`config.mk`:
```
export PLATFORM = sky130hd
export DESIGN_NAME = watchdog_interval_timer
export DESIGN_NICKNAME = d
export VERILOG_FILES = /design/src/logic/wdt_pkg.sv /design/src/logic/watchdog_interval_timer.sv /design/src/logic/wdt_prescaler.sv /design/src/logic/wdt_pulse_timer.sv
export VERILOG_INCLUDE_DIRS = /design/src /design/src/logic
export SDC_FILE = /design/constraint.sdc
export NUM_CORES = 1
export LEC_CHECK = 0
export BUFFER_PORTS_ARGS = -buffer_cell sky130_fd_sc_hd__buf_2
export CORE_ASPECT_RATIO = 0.5
export CORE_MARGIN = 1
export CORE_UTILIZATION = 61
export DETAILED_ROUTE_END_ITERATION = 6
export MAX_ROUTING_LAYER = met4
export PLACE_DENSITY = 0.83
export SLEW_MARGIN = 20
export SYNTH_ARGS = -nofsm -noshare
export SYNTH_HDL_FRONTEND = slang
export SYNTH_SLANG_ARGS = --single-unit
```
`constraint.sdc`:
```
create_clock -name ref_clk_i -period 4.4 [get_ports ref_clk_i]
set_input_delay 0.88 -clock ref_clk_i [delete_from_list [all_inputs] [get_ports ref_clk_i]]
set_output_delay 0.88 -clock ref_clk_i [all_outputs]
set_load 0.01 [all_outputs]
```
`src/logic/wdt_defs.svh`:
```
// Constants for the watchdog/interval timer: addresses, fields, resets, timing
`ifndef WDT_DEFS_SVH
`define WDT_DEFS_SVH

// Write addresses (word writes only)
`define WDT_WADDR_TIMER      16'hffa8
`define WDT_WADDR_RESET      16'hffaa

// Read addresses (byte reads)
`define WDT_RADDR_TCS        16'hffa8
`define WDT_RADDR_CNT        16'hffa9
`define WDT_RADDR_RCS        16'hffab

// Passwords carried in the upper byte of a write word
`define WDT_PW_COUNTER       8'h5a
`define WDT_PW_CONTROL       8'ha5
`define WDT_PW_RST_CLEAR     8'ha5
`define WDT_PW_RST_OE        8'h5a
`define WDT_RST_CLEAR_DATA   8'h00

// Timer control/status field positions
`define WDT_TCS_OVF_BIT      7
`define WDT_TCS_MODE_BIT     6
`define WDT_TCS_TME_BIT      5
`define WDT_TCS_CKS_MSB      2
`define WDT_TCS_FIXED_ONES   2'h3

// Reset control/status field positions
`define WDT_RCS_WATCHDOG_RESET_FLAG_BIT     7
`define WDT_RCS_OE_BIT       6
`define WDT_RCS_FIXED_ONES   6'h3f

// Reset values
`define WDT_TCS_RESET        8'h18
`define WDT_CNT_RESET        8'h00
`define WDT_RCS_RESET        8'h3f
`define WDT_CKS_RESET        3'h0
`define WDT_UNMAPPED_READ    8'h00

// Prescaler width: the slowest tap divides by 4096
`define WDT_PRESC_W          12

// Reset pulse lengths in system clock states (one state is one clock)
`define WDT_INT_RST_STATES   518
`define WDT_EXT_RST_STATES   132
`define WDT_RST_CNT_W        10

`endif

```
`src/logic/wdt_pkg.sv`:
```
// Types shared by the watchdog/interval timer files
`default_nettype none
package wdt_pkg;

    // Sequencer states, Gray coded along run -> hold and run -> standby
    typedef enum logic [1:0] {
        ST_RUN     = 2'b00,  // Normal operation
        ST_HOLD    = 2'b01,  // Internal watchdog reset in progress
        ST_STANDBY = 2'b10   // Software standby
    } wdt_state_e;

    // Counter clock select codes
    typedef logic [2:0] cks_t;

endpackage
`default_nettype wire

```
`src/logic/watchdog_interval_timer.sv`:
```
// Watchdog/interval timer with password protected registers
`timescale 1ns/1ps
`default_nettype none
`include "wdt_defs.svh"

module watchdog_interval_timer (
    // Clock and external reset pin (asynchronous, active low)
    input  wire logic        ref_clk_i,
    input  wire logic        arst_n_i,
    // Software standby request, same clock domain
    input  wire logic        standby_i,
    // Internal peripheral bus
    input  wire logic [15:0] bus_addr_i,
    input  wire logic        bus_wr_i,
    input  wire logic        bus_word_i,
    input  wire logic [15:0] bus_wdata_i,
    input  wire logic        bus_rd_i,
    output logic      [7:0]  bus_rdata_o,
    // Interval interrupt request
    output logic             interval_overflow_irq_o,
    // Internal chip reset, active low
    output logic             chip_reset_n_o,
    // Open drain external reset output
    output logic             reset_out_pin_o,
    output logic             reset_out_pin_oe_o
);

    // Register state
    logic               overflow_flag_q;     // Timer control bit 7
    logic               mode_select_bit_q;   // 1 = watchdog
    logic               timer_enable_bit_q;  // 1 = counting
    wdt_pkg::cks_t      clock_select_q;      // Rate code
    logic [7:0]         watchdog_counter_q;  // Counter
    logic               watchdog_reset_flag_q;
    logic               reset_output_enable_q;

    // Read-then-write arming for the two clearable flags
    logic               ovf_armed_q;
    logic               watchdog_reset_flag_armed_q;

    // Sequencer
    wdt_pkg::wdt_state_e state_q;
    wdt_pkg::wdt_state_e state_d;

    // Decoded strobes
    logic               word_wr;       // Legal word write
    logic               timer_wr;      // Write at shared timer address
    logic               cnt_wr;        // Counter password matched
    logic               tcs_wr;        // Control password matched
    logic               rcs_wr;        // Write at reset register address
    logic               watchdog_reset_flag_clr_wr;   // Flag clear word
    logic               reset_output_enable_wr;      // Output enable load word
    logic [7:0]         wr_hi;         // Password byte
    logic [7:0]         wr_lo;         // Data byte

    // Counting
    logic               tick;          // Selected prescaled tick
    logic               count_inc;     // Counter advances this cycle
    logic               overflow;      // Counter wraps this cycle
    logic               wd_trip;       // Overflow in watchdog mode
    logic               hold_regs;     // Timer registers forced to reset

    // Reset pulse timers
    logic               int_rst_active;
    logic               ext_rst_active;

    // Read view of the two control/status registers
    logic [7:0]         tcs_view;
    logic [7:0]         rcs_view;

    // Byte writes carry no password, so only word writes are decoded
    assign word_wr  = bus_wr_i && bus_word_i;
    assign wr_hi    = bus_wdata_i[15:8];
    assign wr_lo    = bus_wdata_i[7:0];
    assign timer_wr = word_wr && (bus_addr_i == `WDT_WADDR_TIMER);
    assign rcs_wr   = word_wr && (bus_addr_i == `WDT_WADDR_RESET);

    // Any other password byte falls through to no write at all
    assign cnt_wr      = timer_wr && (wr_hi == `WDT_PW_COUNTER);
    assign tcs_wr      = timer_wr && (wr_hi == `WDT_PW_CONTROL);
    assign watchdog_reset_flag_clr_wr = rcs_wr && (wr_hi == `WDT_PW_RST_CLEAR)
                         && (wr_lo == `WDT_RST_CLEAR_DATA);
    assign reset_output_enable_wr    = rcs_wr && (wr_hi == `WDT_PW_RST_OE);

    // Prescaler for the counter clock
    wdt_prescaler u_prescaler (
        .ref_clk_i (ref_clk_i),
        .arst_n_i  (arst_n_i),
        .cks_i     (clock_select_q),
        .tick_o    (tick)
    );

    // Timer registers other than the clock select are held at reset values outside normal running
    assign hold_regs = (state_q != wdt_pkg::ST_RUN);

    // A tick landing on a counter write is dropped; the write wins
    assign count_inc = timer_enable_bit_q && tick && !cnt_wr
                       && !hold_regs;
    assign overflow  = count_inc
                       && (watchdog_counter_q == 8'hff);
    assign wd_trip   = overflow && mode_select_bit_q;

    // Internal reset pulse length
    wdt_pulse_timer #(
        .LEN (10'(`WDT_INT_RST_STATES))
    ) u_int_rst (
        .ref_clk_i (ref_clk_i),
        .arst_n_i  (arst_n_i),
        .start_i   (wd_trip),
        .active_o  (int_rst_active)
    );

    // External reset pulse, only when output is enabled
    wdt_pulse_timer #(
        .LEN (10'(`WDT_EXT_RST_STATES))
    ) u_ext_rst (
        .ref_clk_i (ref_clk_i),
        .arst_n_i  (arst_n_i),
        .start_i   (wd_trip && reset_output_enable_q),
        .active_o  (ext_rst_active)
    );

    // Sequencer next state
    always_comb begin
        state_d = state_q;
        unique case (state_q)
            wdt_pkg::ST_RUN: begin
                if (wd_trip) begin
                    // Watchdog reset takes the chip down
                    state_d = wdt_pkg::ST_HOLD;
                end else if (standby_i) begin
                    state_d = wdt_pkg::ST_STANDBY;
                end
            end
            wdt_pkg::ST_HOLD: begin
                // Leave once the internal reset pulse has ended
                if (!int_rst_active) begin
                    state_d = wdt_pkg::ST_RUN;
                end
            end
            wdt_pkg::ST_STANDBY: begin
                if (!standby_i) begin
                    state_d = wdt_pkg::ST_RUN;
                end
            end
            default: begin
                // Unused code recovers to normal running
                state_d = wdt_pkg::ST_RUN;
            end
        endcase
    end

    // Sequencer register
    always_ff @(posedge ref_clk_i or negedge arst_n_i) begin
        if (!arst_n_i) begin
            state_q <= wdt_pkg::ST_RUN;
        end else begin
            state_q <= state_d;
        end
    end

    // Counter: zero on reset, hold or enable low; write beats tick
    always_ff @(posedge ref_clk_i or negedge arst_n_i) begin
        if (!arst_n_i) begin
            watchdog_counter_q <= `WDT_CNT_RESET;
        end else if (hold_regs || !timer_enable_bit_q) begin
            watchdog_counter_q <= `WDT_CNT_RESET;
        end else if (cnt_wr) begin
            watchdog_counter_q <= wr_lo;
        end else if (count_inc) begin
            watchdog_counter_q <= watchdog_counter_q + 8'h01;
        end
    end

    // Mode and enable: cleared by reset, hold and standby
    always_ff @(posedge ref_clk_i or negedge arst_n_i) begin
        if (!arst_n_i) begin
            mode_select_bit_q  <= 1'b0;
            timer_enable_bit_q <= 1'b0;
        end else if (hold_regs) begin
            mode_select_bit_q  <= 1'b0;
            timer_enable_bit_q <= 1'b0;
        end else if (tcs_wr) begin
            mode_select_bit_q  <= wr_lo[`WDT_TCS_MODE_BIT];
            timer_enable_bit_q <= wr_lo[`WDT_TCS_TME_BIT];
        end
    end

    // Clock select: kept through standby, cleared by any reset
    always_ff @(posedge ref_clk_i or negedge arst_n_i) begin
        if (!arst_n_i) begin
            clock_select_q <= `WDT_CKS_RESET;
        end else if (state_q == wdt_pkg::ST_HOLD) begin
            clock_select_q <= `WDT_CKS_RESET;
        end else if (tcs_wr && !hold_regs) begin
            // Software should stop the counter before changing rate
            clock_select_q <= wr_lo[`WDT_TCS_CKS_MSB:0];
        end
    end

    // Overflow flag arming: a read that sees it at one
    always_ff @(posedge ref_clk_i or negedge arst_n_i) begin
        if (!arst_n_i) begin
            ovf_armed_q <= 1'b0;
        end else if (hold_regs) begin
            ovf_armed_q <= 1'b0;
        end else if (bus_rd_i && (bus_addr_i == `WDT_RADDR_TCS)
                     && overflow_flag_q) begin
            ovf_armed_q <= 1'b1;
        end else if (tcs_wr) begin
            // Any control write uses up the arming
            ovf_armed_q <= 1'b0;
        end
    end

    // Overflow flag: a new overflow beats a clear in the same cycle
    always_ff @(posedge ref_clk_i or negedge arst_n_i) begin
        if (!arst_n_i) begin
            overflow_flag_q <= 1'b0;
        end else if (overflow) begin
            overflow_flag_q <= 1'b1;
        end else if (hold_regs) begin
            overflow_flag_q <= 1'b0;
        end else if (tcs_wr && ovf_armed_q
                     && !wr_lo[`WDT_TCS_OVF_BIT]) begin
            // Writing one is ignored; only a zero clears
            overflow_flag_q <= 1'b0;
        end
    end

    // Reset flag arming; survives the watchdog's own reset
    always_ff @(posedge ref_clk_i or negedge arst_n_i) begin
        if (!arst_n_i) begin
            watchdog_reset_flag_armed_q <= 1'b0;
        end else if (bus_rd_i && (bus_addr_i == `WDT_RADDR_RCS)
                     && watchdog_reset_flag_q) begin
            watchdog_reset_flag_armed_q <= 1'b1;
        end else if (rcs_wr) begin
            watchdog_reset_flag_armed_q <= 1'b0;
        end
    end

    // Reset flag: set by watchdog trip, cleared only by armed A5/00
    always_ff @(posedge ref_clk_i or negedge arst_n_i) begin
        if (!arst_n_i) begin
            watchdog_reset_flag_q <= 1'b0;
        end else if (wd_trip) begin
            watchdog_reset_flag_q <= 1'b1;
        end else if (watchdog_reset_flag_clr_wr && watchdog_reset_flag_armed_q) begin
            watchdog_reset_flag_q <= 1'b0;
        end
    end

    // Output enable: only the pin reset initializes it
    always_ff @(posedge ref_clk_i or negedge arst_n_i) begin
        if (!arst_n_i) begin
            reset_output_enable_q <= 1'b0;
        end else if (reset_output_enable_wr) begin
            reset_output_enable_q <= wr_lo[`WDT_RCS_OE_BIT];
        end
    end

    // Read views; fixed bits always read as one
    assign tcs_view = {overflow_flag_q, mode_select_bit_q,
                       timer_enable_bit_q, `WDT_TCS_FIXED_ONES,
                       clock_select_q};
    assign rcs_view = {watchdog_reset_flag_q, reset_output_enable_q,
                       `WDT_RCS_FIXED_ONES};

    // Byte read port, data one cycle after the strobe
    always_ff @(posedge ref_clk_i or negedge arst_n_i) begin
        if (!arst_n_i) begin
            bus_rdata_o <= `WDT_UNMAPPED_READ;
        end else if (bus_rd_i) begin
            unique case (bus_addr_i)
                `WDT_RADDR_TCS: bus_rdata_o <= tcs_view;
                `WDT_RADDR_CNT: bus_rdata_o <= watchdog_counter_q;
                `WDT_RADDR_RCS: bus_rdata_o <= rcs_view;
                default:        bus_rdata_o <= `WDT_UNMAPPED_READ;
            endcase
        end
    end

    // Interval request follows the flag while in interval mode
    always_ff @(posedge ref_clk_i or negedge arst_n_i) begin
        if (!arst_n_i) begin
            interval_overflow_irq_o <= 1'b0;
        end else begin
            interval_overflow_irq_o <= overflow_flag_q
                                       && !mode_select_bit_q;
        end
    end

    // Reset outputs registered once more, lagging the timers by one
    always_ff @(posedge ref_clk_i or negedge arst_n_i) begin
        if (!arst_n_i) begin
            chip_reset_n_o     <= 1'b1;
            reset_out_pin_oe_o <= 1'b0;
        end else begin
            chip_reset_n_o     <= !int_rst_active;
            reset_out_pin_oe_o <= ext_rst_active;
        end
    end

    // Open drain: only ever pulls low, enable does the driving
    always_ff @(posedge ref_clk_i or negedge arst_n_i) begin
        if (!arst_n_i) begin
            reset_out_pin_o <= 1'b0;
        end else begin
            reset_out_pin_o <= 1'b0;
        end
    end

endmodule
`default_nettype wire

```
`src/logic/wdt_prescaler.sv`:
```
// Free running prescaler giving one-cycle ticks at eight selectable rates
`timescale 1ns/1ps
`default_nettype none
`include "wdt_defs.svh"

module wdt_prescaler (
    // Clock and reset
    input  wire logic             ref_clk_i,
    input  wire logic             arst_n_i,
    // Rate select
    input  wire wdt_pkg::cks_t    cks_i,
    // Selected tick
    output logic                  tick_o
);

    logic [`WDT_PRESC_W-1:0] div_q;    // Free running divider
    logic [`WDT_PRESC_W-1:0] mask;     // Low bits that must be all ones

    // Divider never stops, so a rate change takes effect at once
    always_ff @(posedge ref_clk_i or negedge arst_n_i) begin
        if (!arst_n_i) begin
            div_q <= 12'h000;
        end else begin
            div_q <= div_q + 12'h001;
        end
    end

    // Divide by 2,32,64,128,256,512,2048,4096
    always_comb begin
        unique case (cks_i)
            3'h0: mask = 12'h001;
            3'h1: mask = 12'h01f;
            3'h2: mask = 12'h03f;
            3'h3: mask = 12'h07f;
            3'h4: mask = 12'h0ff;
            3'h5: mask = 12'h1ff;
            3'h6: mask = 12'h7ff;
            3'h7: mask = 12'hfff;
        endcase
    end

    // One tick each time the selected low bits roll over
    assign tick_o = ((div_q & mask) == mask);

endmodule
`default_nettype wire

```
`src/logic/wdt_pulse_timer.sv`:
```
// Fixed length pulse timer, started by a one-cycle request
`timescale 1ns/1ps
`default_nettype none
`include "wdt_defs.svh"

module wdt_pulse_timer #(
    parameter logic [`WDT_RST_CNT_W-1:0] LEN = 10'h001  // Pulse cycles
) (
    // Clock and reset
    input  wire logic ref_clk_i,
    input  wire logic arst_n_i,
    // Start request
    input  wire logic start_i,
    // Pulse, high for LEN cycles after start
    output logic      active_o
);

    logic [`WDT_RST_CNT_W-1:0] left_q;  // Cycles left after this one

    // A start during a running pulse is ignored, not restarted
    always_ff @(posedge ref_clk_i or negedge arst_n_i) begin
        if (!arst_n_i) begin
            active_o <= 1'b0;
            left_q   <= 10'h000;
        end else if (start_i && !active_o) begin
            active_o <= 1'b1;
            left_q   <= LEN - 10'h001;
        end else if (active_o) begin
            if (left_q == 10'h000) begin
                active_o <= 1'b0;
            end else begin
                left_q <= left_q - 10'h001;
            end
        end
    end

endmodule
`default_nettype wire
```
==> run_results.csv <==
group,metric,value,unit
worst_setup_path,worstSetupPathType,"input pin to flop",
drt,wl_met3,349,um
drt,m1WireLength,3250,um
placement,gp_congestion,0.854,
final_layout,final_cell_mix,"64 x dfrtp_1, 48 x buf_2, 27 x nor2_1",
drt,top_layer_used,"met4",
placement,dpl.hpwl,5270,um
yosys,synth-edff-count,0,
clocking,holdBufCountCts,0,
placement,place_ws,1.43,ns
power,peakVddDrop,0.219,mV
drt,drc,0,
die,row_count,18,
global_route,grt_pass1_vias,2729,
final_layout,antenna_cells,0,
sta,finalSetupViolCount,0,
sta,fin_tns_setup,0,ns
sta,fmax,0.376,GHz
outcome,status,"finished, final reports clean",
global_route,grt_usage,30.8,%
power,power,0.00132,W
yosys,synth_top_cells_by_area,"dfrtp_1 48%, xnor2_1 4.4%, nor2_1 3.0%",
final_layout,areaGrowthSynthToFinish,17.0,%
clocking,postCtsSetupRepairBufs,0,
power,power_density,336,nW/um^2
worst_setup_path,cp-start-kind,"input pin",
global_route,gr-total-overflow,0,
worst_setup_path,required,4.67,ns
die,die_y,54.5,um
final_layout,drive_gt1_share,22.0,%
min_path,min-delay-start,"u_prescaler.div_q[11]$_DFF_PN0_",
sta,drv_slew,0,
global_route,grt_pass1_wl,12700,um
clocking,cts_resized,0,
yosys,synth_seq_cells,65,
global_route,grt_start_max_net_pins,37,
clocking,clk_latency,0.35,ns
drt,drtIter0Drc,135,
yosys,yosysSeqAreaShare,48.5,%
worst_setup_path,end_kind,"flop",
clocking,clockBufferDepth,2,
yosys,avgSynthCellArea,10.1,um^2
yosys,syn_area,3360,um^2
final_layout,nets,428,
global_route,antenna_found_initial,0,
die,io_pins,50,
drt,wl_met2,3860,um
sta,holdWs,0.472,ns
clocking,tritoncts,"yes",
die,die_area,5820,um^2
clocking,htreeDepth,3,
worst_setup_path,cp_max_fo,17,
drt,finalWirelength,7660,um
sta,rsz0062_at_grt,"no",
yosys,yosysTopAreaCellShare,47.7,%
yosys,yosysWarnings,0,
die,floorplan.initialDensity,65.7,%
sta,finClkSkew,0.00818,ns
clocking,path_clk_slew,0.07,ns
sta,finalWorstSetupSlack,1.74,ns
worst_setup_path,worstSetupStartpoint,"bus_addr_i[4]",
final_layout,layout_commonest_cell,"dfrtp_1",
sta,fin_crit,2.66,ns
yosys,synth.net_count,375,
worst_setup_path,crit_arrival,2.93,ns
drt,first_pass_iters,4,
placement,io_buffers,48,
yosys,yosys_most_used_dff,"dfrtp_1",
sta,maxSlewHeadroom,45.3,%
worst_setup_path,timing.rr.start,"u_int_rst.left_q[0]$_DFFE_PN0P_",
sta,finalHoldViolCount,0,
die,die_w,107,um
clocking,cts_sinks,65,
drt,vias,2762,
flow_run,cap_violations,0,
sta,layout_worst_path_cycle_share,60.5,%
drt,post_drt_via_cell_ratio,5.99,
min_path,hp-class,"flop to flop",
clocking,cts-buffers-inserted,9,
die,coreArea,5110,um^2
sta,worstMarginPinSlew,0.821,ns
yosys,postSynthCellCount,333,
yosys,synth_top_area_cell,"dfrtp_1",
yosys,synth_cell_types,55,
drt,wl_per_cell,16.6,um
yosys,synthArstFlopShare,100,%
final_layout,finalCoreUtilization,76.8,%
clocking,cts-root-buf,"clkbuf_8",
drt,antenna_left,0,
power,power_leakage,1.68,nW
==> metal layers <==
metal  track usage (%)  vias up
met2              54.6       78
met1              34.1     1357
met5                 -        -
li1                  -     1302
met4              13.0        0
met3              8.45       25
==> path summary, 6_finish.rpt <==
check	slack [ns]	cells past startpoint	endpoint
hold / removal	0.47	1	u_prescaler.div_q[11]$_DFF_PN0_
setup reg to reg	2.08	8	u_int_rst.left_q[7]$_DFFE_PN0P_
setup / recovery	1.74	7	u_int_rst.left_q[5]$_DFFE_PN0P_
max in group asynchronous	2.88	2	watchdog_counter_q[7]$_DFFE_PN0P_
min in group asynchronous	0.63	1	bus_rdata_o[0]$_DFFE_PN0P_
hold reg to reg	0.47	1	u_prescaler.div_q[11]$_DFF_PN0_
==> flip-flops by register name, summed over array words and instances (netlist names) <==
signal / count
u_ext_rst.left_q: 10
state_q: 2
chip_reset_n_o: 1
bus_rdata_o: 8
watchdog_reset_flag_armed_q: 1
clock_select_q: 3
interval_overflow_irq_o: 1
reset_output_enable_q: 1
watchdog_reset_flag_q: 1
reset_out_pin_oe_o: 1
u_ext_rst.active_o: 1
u_int_rst.left_q: 10
watchdog_counter_q: 8
ovf_armed_q: 1
timer_enable_bit_q: 1
mode_select_bit_q: 1
u_prescaler.div_q: 12
overflow_flag_q: 1
u_int_rst.active_o: 1
==> cells by family (layout without fill, tap and decap cells) <==
kind of cell | Yosys count | after routing | share of synthesized area, %
and+or+nand+nor | 150 | 150 | 25.9
DFF | 65 | 65 | 48.5
AOI/OAI and AO/OA | 54 | 54 | 10.5
xor gates and xnor gates | 28 | 28 | 7.31
buffers and inverters | 20 | 78 | 2.65
muxes | 11 | 11 | 3.54
adders and majority gates | 4 | 4 | 1.49
other | 1 | 1 | 0.112
==> cell type report <==
class,instances,area (um^2)
Multi-Input combinational cell,248,1650
Inverter,12,45.0
Fill cell,343,1180
Tap cell,70,87.6
Sequential cell,65,1630
Clock inverter,7,143
Timing Repair Buffer,50,255
Clock buffer,9,124
==> report_power, final <==
group	internal (W)	total [W]	switching [W]
clock network	0.000434	0.000672	0.000237
registers	0.000598	0.000598	0.000000586
logic	0.0000192	0.0000507	0.0000315
==> metrics by stage <==
stage,cell area [um^2],std cells
6_report,3930,461
3_3_place_gp,3660,445
3_5_place_dp,3660,445
5_1_grt,3930,461
4_1_cts,3930,461
2_1_floorplan,3360,333
==> worst max-delay path: stages <==
cell and delay (ns):
buf_2 0.09, nand4bb_4 0.23, nor4_4 0.54, nand2_1 0.44, nand4_1 0.43, nand2_1 0.13, a31oi_1 0.18
==> Yosys cell counts (all sizes together) (9+ instances only) <==
cell	number
a21oi	14
dfrtp	64
inv	12
nand2	23
nand2b	10
nand3	20
nand4	12
nor2	27
nor2b	9
nor3	15
o21ai	16
xnor2	17
xor2	11
No activity file was read; power rests on OpenSTA's default activity.
